**config.mk**
```make
export PLATFORM = sky130hd
export DESIGN_NAME = seewr_slave
export DESIGN_NICKNAME = d
export VERILOG_FILES = /design/src/design/seewr_pkg.sv /design/src/design/seewr_buf.sv /design/src/design/seewr_slave.sv
export VERILOG_INCLUDE_DIRS = /design/src /design/src/design
export SDC_FILE = /design/constraint.sdc
export NUM_CORES = 1
export LEC_CHECK = 0
export BUFFER_PORTS_ARGS = -buffer_cell sky130_fd_sc_hd__buf_2
export CAP_MARGIN = 10
export CORE_MARGIN = 5
export CORE_UTILIZATION = 35
export DETAILED_ROUTE_END_ITERATION = 12
export GPL_TIMING_DRIVEN = 0
export PLACE_DENSITY_LB_ADDON = 0.1
export SLEW_MARGIN = 25
export SYNTH_ARGS = -nofsm -noshare
export SYNTH_HDL_FRONTEND = slang
export SYNTH_SLANG_ARGS = --single-unit
```
**constraint.sdc**
```tcl
create_clock -name clk -period 3.25 [get_ports clk]
set_input_delay 0.325 -clock clk [delete_from_list [all_inputs] [get_ports clk]]
set_output_delay 0.325 -clock clk [all_outputs]
set_load 0.01 [all_outputs]
```
**src/design/seewr_map.svh**
```systemverilog
`ifndef SEEWR_MAP_SVH
`define SEEWR_MAP_SVH

// Slave address: upper nibble fixed, next three bits don't-care, LSB is direction
`define SEEWR_DEV_PATTERN      4'hA
`define SEEWR_DIR_READ         1'b1

// Array geometry
`define SEEWR_ADDR_W           14
`define SEEWR_PAGE_W           6
`define SEEWR_ROW_W            8
`define SEEWR_BYTE_W           8
`define SEEWR_BITS_PER_BYTE    4'h8

// Write-phase byte positions after START
`define SEEWR_PH_DEV           2'h0
`define SEEWR_PH_ADDR_HI       2'h1
`define SEEWR_PH_ADDR_LO       2'h2
`define SEEWR_PH_DATA          2'h3

// Timing
`define SEEWR_CLK_MHZ          200
`define SEEWR_PROG_TIME_MS     10
`define SEEWR_PROG_CYCLES      (`SEEWR_PROG_TIME_MS * `SEEWR_CLK_MHZ * 1000)

// Pin synchroniser depth
`define SEEWR_SYNC_STAGES      3

`endif

```
**src/design/seewr_pkg.sv**
```systemverilog
`include "seewr_map.svh"

package seewr_pkg;

    typedef enum logic [2:0] {
        SEEWR_ST_IDLE   = 3'h0,
        SEEWR_ST_DEVADR = 3'h1,
        SEEWR_ST_RX     = 3'h3,
        SEEWR_ST_ACK    = 3'h2,
        SEEWR_ST_TX     = 3'h6,
        SEEWR_ST_MACK   = 3'h7,
        SEEWR_ST_HOLD   = 3'h5,
        SEEWR_ST_PROG   = 3'h4
    } seewr_state_type;

    typedef struct packed {
        logic [`SEEWR_ADDR_W-1:0] addr;
        logic [`SEEWR_BYTE_W-1:0] data;
    } seewr_pgm_type;

    typedef struct packed {
        logic scl;
        logic sda;
        logic wp;
    } seewr_pins_type;

endpackage

```
**src/design/seewr_buf.sv**
```systemverilog
`timescale 1ns/10ps

module seewr_buf #(
    parameter int WIDTH = 22,
    parameter int DEPTH = 2
) (
    input  wire logic             clk,
    input  wire logic             resetn,
    input  wire logic             in_valid,
    output logic                  in_ready,
    input  wire logic [WIDTH-1:0] in_data,
    output logic                  out_valid,
    input  wire logic             out_ready,
    output logic      [WIDTH-1:0] out_data
);
    localparam int PW = (DEPTH > 1) ? $clog2(DEPTH) : 1;
    localparam int CW = $clog2(DEPTH + 1);

    logic [WIDTH-1:0] mem_ff [DEPTH];
    logic [PW-1:0]    wptr_ff;
    logic [PW-1:0]    rptr_ff;
    logic [CW-1:0]    count_ff;
    wire              push;
    wire              pop;
    wire  [PW-1:0]    wptr_inc;
    wire  [PW-1:0]    rptr_inc;

    assign in_ready  = (count_ff != CW'(DEPTH));
    assign out_valid = (count_ff != '0);
    assign out_data  = mem_ff[rptr_ff];
    assign push      = in_valid & in_ready;
    assign pop       = out_valid & out_ready;
    assign wptr_inc  = (wptr_ff == PW'(DEPTH - 1)) ? '0 : wptr_ff + 1'b1;
    assign rptr_inc  = (rptr_ff == PW'(DEPTH - 1)) ? '0 : rptr_ff + 1'b1;

    always_ff @(posedge clk) begin
        if (push) begin
            mem_ff[wptr_ff] <= in_data;
        end
    end

    always_ff @(posedge clk or negedge resetn) begin
        if (!resetn) begin
            wptr_ff  <= '0;
            rptr_ff  <= '0;
            count_ff <= '0;
        end else begin
            if (push) begin
                wptr_ff <= wptr_inc;
            end
            if (pop) begin
                rptr_ff <= rptr_inc;
            end
            if (push && !pop) begin
                count_ff <= count_ff + 1'b1;
            end else if (pop && !push) begin
                count_ff <= count_ff - 1'b1;
            end
        end
    end

endmodule // seewr_buf

```
**src/design/seewr_slave.sv**
```systemverilog
// Summary of operation
// - During programming the bus is ignored, data line released, address not acknowledged.
// - Programming starts at STOP ending a write and lasts until finished.
// - Every bit in or out is timed by the bus clock alone.
// - Data line is only pulled low or released, never driven high.
// - Protect input high blocks all array writes; low allows them.
// - Data changes only while clock low; changes with clock high are START/STOP.
// - START is data falling with clock high; silent until one is seen.
// - STOP is data rising with clock high; every operation ends with STOP.
// - Address byte upper nibble is 1010; next three bits are don't-care.
// - Last address bit selects read when 1, write when 0.
// - Acknowledge only on address match, then perform the selected direction.
// - Receiver pulls data low during the ninth clock of each byte.
// - When selected for write and not protected, acknowledge every received byte.
// - Read: send 8 bits, release, sample ack; continue on ack else await STOP.
// - A page write carries up to 64 data bytes in one program cycle.
// - Each written byte increments only the six low address bits.
// - Beyond 64 bytes the in-page address wraps and overwrites earlier bytes.
// - STOP commits all buffered page bytes in one program cycle.
// - Address polls are not acknowledged while programming, acknowledged afterward.
// - Protected: acknowledge addresses, refuse first data byte, program nothing.
// - Address counter holds last address plus one, wrapping 16383 to 0 on reads and within the page on writes.
`timescale 1ns/10ps
`include "seewr_map.svh"

module seewr_slave #(
    parameter int unsigned PROG_CYCLES = `SEEWR_PROG_CYCLES,
    parameter int          BUF_DEPTH   = 2
) (
    input  wire logic                          clk,
    input  wire logic                          resetn,
    input  wire logic                          scl_in,
    input  wire logic                          sda_in,
    output logic                               sda_out,
    output logic                               sda_oe,
    input  wire logic                          wp_in,
    output logic         [`SEEWR_ADDR_W-1:0]   mem_rd_addr,
    input  wire logic    [`SEEWR_BYTE_W-1:0]   mem_rd_data,
    output logic                               pgm_valid,
    input  wire logic                          pgm_ready,
    output seewr_pkg::seewr_pgm_type           pgm_word,
    output logic                               busy
);
    import seewr_pkg::*;

    localparam int PAGE_N = 1 << `SEEWR_PAGE_W;
    localparam int TW     = $clog2(PROG_CYCLES + 1);

    // Pin synchronisers: three stages, a change is accepted once stages two and three agree
    seewr_pins_type                      pins_raw;
    logic [`SEEWR_SYNC_STAGES-1:0]       sync_ff [3];
    logic [2:0]                          flt_ff;
    logic [2:0]                          prev_ff;

    assign pins_raw = '{scl: scl_in, sda: sda_in, wp: wp_in};

    generate
        for (genvar i = 0; i < 3; i++) begin : g_sync
            always_ff @(posedge clk or negedge resetn) begin
                if (!resetn) begin
                    sync_ff[i] <= '1;
                    flt_ff[i]  <= 1'b1;
                    prev_ff[i] <= 1'b1;
                end else begin
                    sync_ff[i] <= {sync_ff[i][1:0], pins_raw[i]};
                    if (sync_ff[i][1] == sync_ff[i][2]) begin
                        flt_ff[i] <= sync_ff[i][2];
                    end
                    prev_ff[i] <= flt_ff[i];
                end
            end
        end
    endgenerate

    // Bit positions in the packed pin struct: scl=2, sda=1, wp=0
    wire scl       = flt_ff[2];
    wire sda       = flt_ff[1];
    wire wp        = flt_ff[0];
    wire scl_rise  = scl & ~prev_ff[2];
    wire scl_fall  = ~scl & prev_ff[2];
    wire start_det = scl & prev_ff[2] & prev_ff[1] & ~sda;
    wire stop_det  = scl & prev_ff[2] & ~prev_ff[1] & sda;

    seewr_state_type                    state_ff, nxt_state;
    logic [3:0]                         bit_cnt_ff, nxt_bit_cnt;
    logic [7:0]                         shift_ff, nxt_shift;
    logic [1:0]                         phase_ff, nxt_phase;
    logic                               rw_ff, nxt_rw;
    logic                               mack_ff, nxt_mack;
    logic                               oe_ff, nxt_oe;
    logic                               pend_ff, nxt_pend;
    logic [`SEEWR_ADDR_W-1:0]           addr_ff, nxt_addr;
    logic [`SEEWR_PAGE_W-1:0]           hi_ff, nxt_hi;
    logic [`SEEWR_ROW_W-1:0]            row_ff;
    logic [`SEEWR_BYTE_W-1:0]           page_ff [PAGE_N];
    logic [PAGE_N-1:0]                  mask_ff;
    logic [`SEEWR_PAGE_W:0]             cidx_ff;
    logic [TW-1:0]                      timer_ff;
    logic                               data_take;
    logic                               go_prog;
    logic                               mask_clr;

    wire dev_match  = (shift_ff[7:4] == `SEEWR_DEV_PATTERN);
    wire byte_done  = scl_fall & (bit_cnt_ff == `SEEWR_BITS_PER_BYTE);
    wire in_prog    = (state_ff == SEEWR_ST_PROG);
    wire timer_done = (timer_ff == TW'(PROG_CYCLES - 1));
    wire commit_done = cidx_ff[`SEEWR_PAGE_W];
    wire [`SEEWR_PAGE_W-1:0] cur_idx = cidx_ff[`SEEWR_PAGE_W-1:0];
    wire buf_in_ready;
    wire buf_in_valid = in_prog & ~commit_done & mask_ff[cur_idx];
    wire commit_step  = in_prog & ~commit_done & (~mask_ff[cur_idx] | buf_in_ready);
    wire prog_exit    = in_prog & commit_done & timer_done;
    wire [`SEEWR_ADDR_W-1:0] addr_inc = addr_ff + 1'b1;
    wire [`SEEWR_PAGE_W-1:0] page_inc = addr_ff[`SEEWR_PAGE_W-1:0] + 1'b1;

    seewr_pgm_type buf_in_word;
    assign buf_in_word = '{addr: {row_ff, cur_idx}, data: page_ff[cur_idx]};

    always_comb begin
        nxt_state   = state_ff;
        nxt_bit_cnt = bit_cnt_ff;
        nxt_shift   = shift_ff;
        nxt_phase   = phase_ff;
        nxt_rw      = rw_ff;
        nxt_mack    = mack_ff;
        nxt_oe      = oe_ff;
        nxt_pend    = pend_ff;
        nxt_addr    = addr_ff;
        nxt_hi      = hi_ff;
        data_take   = 1'b0;
        go_prog     = 1'b0;
        mask_clr    = 1'b0;
        if (in_prog) begin
            nxt_oe = 1'b0;
            if (prog_exit) begin
                nxt_state = SEEWR_ST_IDLE;
                nxt_pend  = 1'b0;
                mask_clr  = 1'b1;
            end
        end else if (start_det) begin
            nxt_state   = SEEWR_ST_DEVADR;
            nxt_bit_cnt = '0;
            nxt_phase   = `SEEWR_PH_DEV;
            nxt_oe      = 1'b0;
        end else if (stop_det) begin
            nxt_oe = 1'b0;
            if (pend_ff && !wp) begin
                go_prog   = 1'b1;
                nxt_state = SEEWR_ST_PROG;
            end else begin
                nxt_state = SEEWR_ST_IDLE;
                nxt_pend  = 1'b0;
                mask_clr  = 1'b1;
            end
        end else begin
            unique case (state_ff)
                SEEWR_ST_IDLE, SEEWR_ST_HOLD: begin
                end
                SEEWR_ST_DEVADR, SEEWR_ST_RX: begin
                    if (scl_rise && bit_cnt_ff != `SEEWR_BITS_PER_BYTE) begin
                        nxt_shift   = {shift_ff[6:0], sda};
                        nxt_bit_cnt = bit_cnt_ff + 1'b1;
                    end else if (byte_done) begin
                        nxt_state = SEEWR_ST_ACK;
                        nxt_oe    = 1'b1;
                        if (state_ff == SEEWR_ST_DEVADR) begin
                            nxt_rw    = shift_ff[0];
                            nxt_phase = `SEEWR_PH_ADDR_HI;
                            if (!dev_match) begin
                                nxt_state = SEEWR_ST_HOLD;
                                nxt_oe    = 1'b0;
                            end
                        end else if (phase_ff == `SEEWR_PH_ADDR_HI) begin
                            nxt_hi    = shift_ff[`SEEWR_PAGE_W-1:0];
                            nxt_phase = `SEEWR_PH_ADDR_LO;
                        end else if (phase_ff == `SEEWR_PH_ADDR_LO) begin
                            nxt_addr  = {hi_ff, shift_ff};
                            nxt_phase = `SEEWR_PH_DATA;
                        end else if (wp) begin
                            nxt_state = SEEWR_ST_HOLD;
                            nxt_oe    = 1'b0;
                        end else begin
                            data_take = 1'b1;
                            nxt_pend  = 1'b1;
                            nxt_addr  = {addr_ff[`SEEWR_ADDR_W-1:`SEEWR_PAGE_W],
                                         page_inc};
                        end
                    end
                end
                SEEWR_ST_ACK: begin
                    if (scl_fall) begin
                        nxt_bit_cnt = '0;
                        nxt_oe      = 1'b0;
                        nxt_state   = SEEWR_ST_RX;
                        if (rw_ff == `SEEWR_DIR_READ) begin
                            nxt_state   = SEEWR_ST_TX;
                            nxt_shift   = mem_rd_data;
                            nxt_oe      = ~mem_rd_data[7];
                            nxt_bit_cnt = 4'h1;
                            nxt_addr    = addr_inc;
                        end
                    end
                end
                SEEWR_ST_TX: begin
                    if (byte_done) begin
                        nxt_oe    = 1'b0;
                        nxt_state = SEEWR_ST_MACK;
                    end else if (scl_fall) begin
                        nxt_shift   = {shift_ff[6:0], 1'b0};
                        nxt_oe      = ~shift_ff[6];
                        nxt_bit_cnt = bit_cnt_ff + 1'b1;
                    end
                end
                SEEWR_ST_MACK: begin
                    if (scl_rise) begin
                        nxt_mack = ~sda;
                    end else if (scl_fall) begin
                        if (mack_ff) begin
                            nxt_state   = SEEWR_ST_TX;
                            nxt_shift   = mem_rd_data;
                            nxt_oe      = ~mem_rd_data[7];
                            nxt_bit_cnt = 4'h1;
                            nxt_addr    = addr_inc;
                        end else begin
                            nxt_state = SEEWR_ST_HOLD;
                        end
                    end
                end
                SEEWR_ST_PROG: begin
                end
            endcase
        end
    end

    always_ff @(posedge clk or negedge resetn) begin
        if (!resetn) begin
            state_ff   <= SEEWR_ST_IDLE;
            bit_cnt_ff <= '0;
            shift_ff   <= '0;
            phase_ff   <= `SEEWR_PH_DEV;
            rw_ff      <= 1'b0;
            mack_ff    <= 1'b0;
            oe_ff      <= 1'b0;
            pend_ff    <= 1'b0;
        end else begin
            state_ff   <= nxt_state;
            bit_cnt_ff <= nxt_bit_cnt;
            shift_ff   <= nxt_shift;
            phase_ff   <= nxt_phase;
            rw_ff      <= nxt_rw;
            mack_ff    <= nxt_mack;
            oe_ff      <= nxt_oe;
            pend_ff    <= nxt_pend;
        end
    end

    always_ff @(posedge clk or negedge resetn) begin
        if (!resetn) begin
            addr_ff <= '0;
            hi_ff   <= '0;
            row_ff  <= '0;
        end else begin
            addr_ff <= nxt_addr;
            hi_ff   <= nxt_hi;
            if (go_prog) begin
                row_ff <= addr_ff[`SEEWR_ADDR_W-1:`SEEWR_PAGE_W];
            end
        end
    end

    // Page buffer: one entry per in-page offset, mask marks bytes to commit
    generate
        for (genvar p = 0; p < PAGE_N; p++) begin : g_page
            wire hit = data_take & (addr_ff[`SEEWR_PAGE_W-1:0] == `SEEWR_PAGE_W'(p));
            always_ff @(posedge clk or negedge resetn) begin
                if (!resetn) begin
                    page_ff[p] <= '0;
                    mask_ff[p] <= 1'b0;
                end else begin
                    if (hit) begin
                        page_ff[p] <= shift_ff;
                    end
                    if (hit) begin
                        mask_ff[p] <= 1'b1;
                    end else if (mask_clr) begin
                        mask_ff[p] <= 1'b0;
                    end
                end
            end
        end
    endgenerate

    // Program cycle: stream marked bytes out and run the cycle timer
    always_ff @(posedge clk or negedge resetn) begin
        if (!resetn) begin
            cidx_ff  <= '0;
            timer_ff <= '0;
        end else if (go_prog) begin
            cidx_ff  <= '0;
            timer_ff <= '0;
        end else if (in_prog) begin
            if (commit_step) begin
                cidx_ff <= cidx_ff + 1'b1;
            end
            if (!timer_done) begin
                timer_ff <= timer_ff + 1'b1;
            end
        end
    end

    seewr_buf #(
        .WIDTH ($bits(seewr_pgm_type)),
        .DEPTH (BUF_DEPTH)
    ) u_buf (
        .clk       (clk),
        .resetn    (resetn),
        .in_valid  (buf_in_valid),
        .in_ready  (buf_in_ready),
        .in_data   (buf_in_word),
        .out_valid (pgm_valid),
        .out_ready (pgm_ready),
        .out_data  (pgm_word)
    );

    assign sda_out     = 1'b0;
    assign sda_oe      = oe_ff;
    assign mem_rd_addr = addr_ff;
    assign busy        = in_prog;

endmodule // seewr_slave

```
Yosys cells after proc, flatten, opt, wreduce, memory -nomap -nowiden
Memory sizes are Yosys's and may differ from the RTL's.
Cells that the tools add are included.

cells by class
  bitwise operators = 94
  eq/ne operators = 119
  add/sub/neg operators = 9
  order comparisons = 2
  multiplexer cells = 189
  reductions and logical operators = 99

operator list
  cell                   count
  $eq 6x6->1 const B     32
  $mux 14                10
  $reduce_bool 2->1      70
  $mux 1                 118
  $eq 6x5->1 const B     16
  $mux 8                 10
  $and 1x1->1            79
  $mux 21                3
  $mux 3                 17
  $bmux 8 s6             1
  $eq 6x4->1 const B     8
  $pmux 14 s3            1
  $ne 3x3->1 const B     13
  $mux 4                 9
  $ne 5x5->1 const B     7
  $ne 2x2->1 const B     17
  $pmux 8 s4             1
  $reduce_and 14->1      2
  $eq 6x3->1 const B     4
  $reduce_and 8->1       3
  $mux 2                 11
  $add 21x1->21 const B  1
  $eq 21x21->1 const B   1
  $mux 7                 3
  other kinds (44)       75

word-level totals
  memories kept = 1
  output and inout port bits = 40
  RAM bits = 44
  bits in registers = 671
  input port bits = 14
  logic and storage cells = 666

memory list
  memory        depth  bits a word  rd ports  clocked after memory_dff  write ports  RTL line         RTL
  u_buf.mem_ff  2      22           1         0                         1            seewr_buf.sv:19  logic [WIDTH-1:0] mem_ff [DEPTH];

Logic depth before layout (Yosys ltp)
  word-level depth = 12
  mapped depth = 12

Cells and area by module
A second synthesis with hierarchy kept.

unflattened totals
  cells, all modules = 2215
  area total of the unflattened synthesis = 32985.4 um^2

modules (own cells, without submodules)
  module       instances  sequential area each (um^2)  area each (um^2)  cells each
  seewr_slave  1          16708.5                      31197.4           2129
  seewr_buf    1          1421.4                       1788.0            86

Worst setup path before layout
No wires, ideal clock.

  path kind = register to register
  from = register cidx_ff[0]
  to = memory u_buf.mem_ff[0][0] (enable)
  setup slack = -236 ps
  clock period less this slack = 3486 ps
  arrival = 3082 ps
  data required time = 2847 ps
  setup time = 403 ps
  stages on the path, launching flop included = 9
  path buffers = 2
  cells stage by stage = dfrtp_1 buf_4 buf_6 mux2i_1 mux4_2 a221oi_1 nand2_1 a221oi_2 nor2b_1

on the way
  word-level cells in the longest chain between the ends = 6

ends and longest elaborated chain
  element                       RTL line            RTL
  start, declared               seewr_slave.sv:97   logic [`SEEWR_PAGE_W:0] cidx_ff;
  start signal, assigned        seewr_slave.sv:303  cidx_ff <= cidx_ff + 1'b1;
  $bmux 1 s6                    seewr_slave.sv:110  wire buf_in_valid = in_prog & ~commit_done & mask_ff[cur_idx];
  $mux 1 (not written as such)  seewr_slave.sv:110
  $and 1x1->1                   seewr_slave.sv:110
  $and 1x1->1                   seewr_buf.sv:31     assign push = in_valid & in_ready;
  via u_buf.push                seewr_buf.sv:23     wire push;
  $mux 1                        seewr_buf.sv:37     if (push) begin
  $mux 1 (not written as such)  seewr_buf.sv:38     mem_ff[wptr_ff] <= in_data;
  end, declared                 seewr_buf.sv:19

The timed path passes the listed nets, and every way through them passes these cells. The select of a mux whose other input is x is not followed.

Worst setup path in the final report
  from = register bit_cnt_ff[0]
  to = register page_ff[490] (netlist bit)

on the way
  word-level cells in the longest chain between the ends = 9

ends and longest elaborated chain
  element                        RTL line            RTL
  start, declared                seewr_slave.sv:85   logic [3:0] bit_cnt_ff, nxt_bit_cnt;
  start signal, assigned         seewr_slave.sv:247  bit_cnt_ff <= nxt_bit_cnt;
  $eq 4x4->1 (no source line)    --
  $and 1x1->1                    seewr_slave.sv:104  wire byte_done = scl_fall & (bit_cnt_ff == `SEEWR_BITS_PER_BYTE);
  $mux 1                         seewr_slave.sv:163  end else if (byte_done) begin
  $mux 1 *                       seewr_slave.sv:160  if (scl_rise && bit_cnt_ff != `SEEWR_BITS_PER_BYTE) begin
  $mux 1 *                       seewr_slave.sv:156  unique case (state_ff)
  $mux 1 *                       seewr_slave.sv:145  end else if (stop_det) begin
  $mux 1 *                       seewr_slave.sv:140  end else if (start_det) begin
  $mux 1 *                       seewr_slave.sv:133  if (in_prog) begin
  $and 1x1->1 *                  seewr_slave.sv:274  wire hit = data_take & (addr_ff[`SEEWR_PAGE_W-1:0] == `SEEWR_PAGE_W'(p));
  end signal, assigned by index  seewr_slave.sv:281  page_ff[p] <= shift_ff;
  end, declared                  seewr_slave.sv:95   logic [`SEEWR_BYTE_W-1:0] page_ff [PAGE_N];

Every way passes the cells marked *; elsewhere a longest branch is shown, timed or not.
A chain may end at the register's enable or synchronous reset.

==> run metrics <==
result of the run complete, but fails checks; violations in the final reports negative setup slack; Pre-antenna DRT Iters 5; level count of the clock H-tree 3; count of antenna-violating nets left after detailed routing 0; starting density of the core 35.4%; final worst hold slack 0.189 ns; slew at the pin with the worst max-slew slack 1.09 ns; Worst R2R Setup Slack -0.05 ns; slowest library cell on the worst path sky130_fd_sc_hd__nand2_1; final cycle utilization of the critical path 101%; crit path max fanout 9; Clk network pwr share 36.0%; total power consumption of the routed design 26,700 uW; worst slew margin relative to its limit 27.5%; number of top-level design ports 54; vias in the first global route 21.4k; initial DRC count 1,391; TritonCTS sink count 715; CTS clock-pin slew for the worst setup and hold paths 0.06 ns; Synth async-reset ratio 93.8%; Setup crit end kind flip-flop; maximum number of pins on one net before global-route repair 93; proportion of power drawn by combinational gates 27.0%; RSZ-0062 raised after global routing yes; total congestion overflow after global routing 0; R2R cell count 9; DRC errors left 0; Max-Cap Viols 0; final hold vios 0; floorplan row count 111; data required time of the critical path 3.78 ns; Worst Hold Class in -> reg; relative contribution of sequential cells to total power 37.0%; switching power share of the total 34.8%; final standard cell utilization of the core 41.3%; least setup slack across all paths after layout -0.0472 ns; Syn Std Cell Area 0.0326 sq mm; peak supply drop 0.434 mV; largest stage delay on the critical path 0.54 ns; area of the die 0.0992 sq mm; #FFs+latches synth 715; Power Internal 17,400 uW; share of post-route cells with drive strength above 1 41.2%; Leak Pwr 0.0180 uW; average detailed-routed wire length per instance 26.4 um; Final Slew Violations 0; Net Sw Power 9290 uW; power per standard cell area 703 mW/mm^2; post-layout net count 2,470; Cells after Synth 2,281; count of different cell masters after synthesis 65; Synthesized Nets 2,306; Yosys warning count 0; r2r startpoint bit_cnt_ff[0]; routed wire length 99,300 um; Setup Viol. Count Final 15; Std-Cell Core Area 0.0919 sq mm; reg2reg end page_ff[490]; start point of the worst hold path mem_rd_data[0]; Port Buffers 52; Post-synth EDFFs 44; Final HPWL DP 69,900 um; maximum root-to-sink buffer count 3; commonest register cell after synthesis sky130_fd_sc_hd__dfrtp_1; crit start category flip-flop; TritonCTS clock tree done; via count of the routed design 20.2k; Period minus WS final 3.30 ns; Chip Width 315 um; Worst Hold End shift_ff[0]; weighted congestion at the end of routability-driven global placement 0.852; Worst Path Arrival 3.83 ns; signed area change from the synthesized netlist to the final layout 16.6%; share of synthesized area occupied by flip-flops and latches 55.7%; chip height 315 um; TritonCTS buffer count 84; total global routing track utilization 20.1%; via-per-instance ratio 5.37; latest clock arrival within the worst-skew pair 0.66 ns; per-instance average area after synthesis 14.3 sq um; number of antenna violations at the first check in global routing 4; Critical Setup Path Class reg -> reg; maximum operating frequency 303 MHz; wire length of the first global-routing pass 147,000 um; cells traversed along the worst timing path inv_1 > ha_1 > nand3b_1 > nor2_1 > and4_1 > and3_1 > clkbuf_1 > nand2_1 > mux2_2; Clock Skew 0.0467 ns; master cell of the clock root buffer sky130_fd_sc_hd__clkbuf_16; hold path cells 3
==> routing by layer <==
layer | track usage, % | up-vias | share of wire [%]
met5 | 0 | - | 0.012
met4 | 5.44 | 2 | 2.5
met3 | 3.22 | 137 | 4.5
met2 | 33.4 | 438 | 49
met1 | 27.6 | 10900 | 44
li1 | - | 8699 | -
==> flip-flops by register name (all words and copies together) (netlist names), 6 cells and up <==
name	cells
page_ff	512
mask_ff	64
u_buf.mem_ff	44
timer_ff	21
mem_rd_addr	14
sync_ff	9
row_ff	8
shift_ff	8
cidx_ff	7
hi_ff	6
==> repair_timing <==
| item | 4_1_cts | 5_1_grt |
|---|---|---|
| hold endpoints to repair | 81 | 0 |
| resized for setup | 94 | 38 |
| pin swaps | 0 | 1 |
| cloned | 1 | 1 |
| endpoints found under the setup margin | 165 | 450 |
| hold buffers | 12 | 0 |
| buffers inserted | 5 | 1 |
==> worst max-delay path by stage <==
stage                         endpoint  depth (start not counted)  slack (ns)          start
finish                    page_ff[490]                          9       -0.05  bit_cnt_ff[0]
global placement          page_ff[160]                          1      -12.15         resetn
CTS                       page_ff[178]                          9        -0.1  bit_cnt_ff[0]
global route              page_ff[477]                          9       -0.13  bit_cnt_ff[1]
detailed placement  u_buf.mem_ff[0][1]                          6       -0.95     cidx_ff[1]
floorplan           u_buf.mem_ff[0][0]                          8        0.16     cidx_ff[0]
==> placed cells by master, fill, tap and decap left out, types with 26 or more instances in the layout <==
cell type and n:
sky130_fd_sc_hd__nand2_1 239, sky130_fd_sc_hd__mux2_2 544, sky130_fd_sc_hd__dfrtp_1 656, sky130_fd_sc_hd__o21ai_0 36
sky130_fd_sc_hd__buf_2 68, sky130_fd_sc_hd__edfxtp_1 44, sky130_fd_sc_hd__mux4_2 177, sky130_fd_sc_hd__clkbuf_1 109
sky130_fd_sc_hd__clkbuf_16 86, sky130_fd_sc_hd__a21oi_1 35, sky130_fd_sc_hd__and3_1 26, sky130_fd_sc_hd__nor2_1 62
sky130_fd_sc_hd__nand3_1 29
==> worst max-delay path: cells and delay by family (launching register included) <==
kind | cells | cell delay [ns]
simple gates | 5 | 1.66
buf+inv | 2 | 0.49
mux | 1 | 0.44
flops | 1 | 0.43
fa+ha+maj | 1 | 0.16
==> cell usage after synthesis (all sizes together), types with 3 or more instances <==
master  instances  area, sq um
mux2          544         6130
mux4          177         3990
a21o            8         60.1
o21ai          36          180
nor3           10         55.1
clkbuf        114          428
nand2         264          991
nor4            6         37.5
nor3b           3         22.5
xnor2          10         87.6
or4             4         30.0
nor2b          15         93.8
inv            20         75.1
a221oi          7         67.6
a21oi          35          175
ha             11          138
nor4b           4         35.0
edfxtp         44         1320
o22a            3         26.3
buf            57          313
nand4           9         56.3
o211ai          5         37.5
dfrtp         657        16400
mux2i          17          170
nor2           62          233
o31ai           6         50.1
and3           28          175
xor2           14          123
maj3            3         30.0
and2           12         75.1
a31oi          12         75.1
nand3          29          145
and4            4         35.0
dfstp          14          368
nand2b          8         50.1
==> cell families after synthesis <==
group,count (synthesis),synth area share [%]
flops,715,55.7
mux,738,31.6
compound gates,128,2.48
buf+inv,191,2.51
fa+ha+maj,14,0.515
other cells,1,0.0115
simple gates,470,6.57
xor+xnor,24,0.646
==> power groups by stage <==
stage	combinational (uW)	sequential, uW	clock [uW]
3_3_place_gp	6840	10000	0
4_1_cts	7230	9880	9870
3_5_place_dp	6950	10000	0
6_report	7200	9880	9600
2_1_floorplan	4060	9800	0
5_1_grt	7730	9920	10200
==> per-stage QoR <==
stage	std cells	setup WS, ns	cell area [sq um]	setup TNS (ns)
detailed placement	3584	-0.947	34600	-53.67
global route	3753	-0.126	37900	-15.31
floorplan	2281	0.158	32600	0
global placement	3576	-12.15	34400	-8080.88
finish	3757	-0.0472	38000	-0.367
CTS	3751	-0.0979	37800	-1.70
==> final cells by class <==
type / instances / area, sq um
fillers: 8526 / 54000
flip-flops and latches: 715 / 18100
multi-input cells: 1377 / 13700
clock buffers: 118 / 2440
well taps: 1243 / 1560
plain buffers: 169 / 932
repair buffers: 78 / 681
clock inverters: 33 / 385
inverters: 20 / 75.1
diodes: 4 / 10.0
Note: power is estimated with default switching activity, not from simulation.
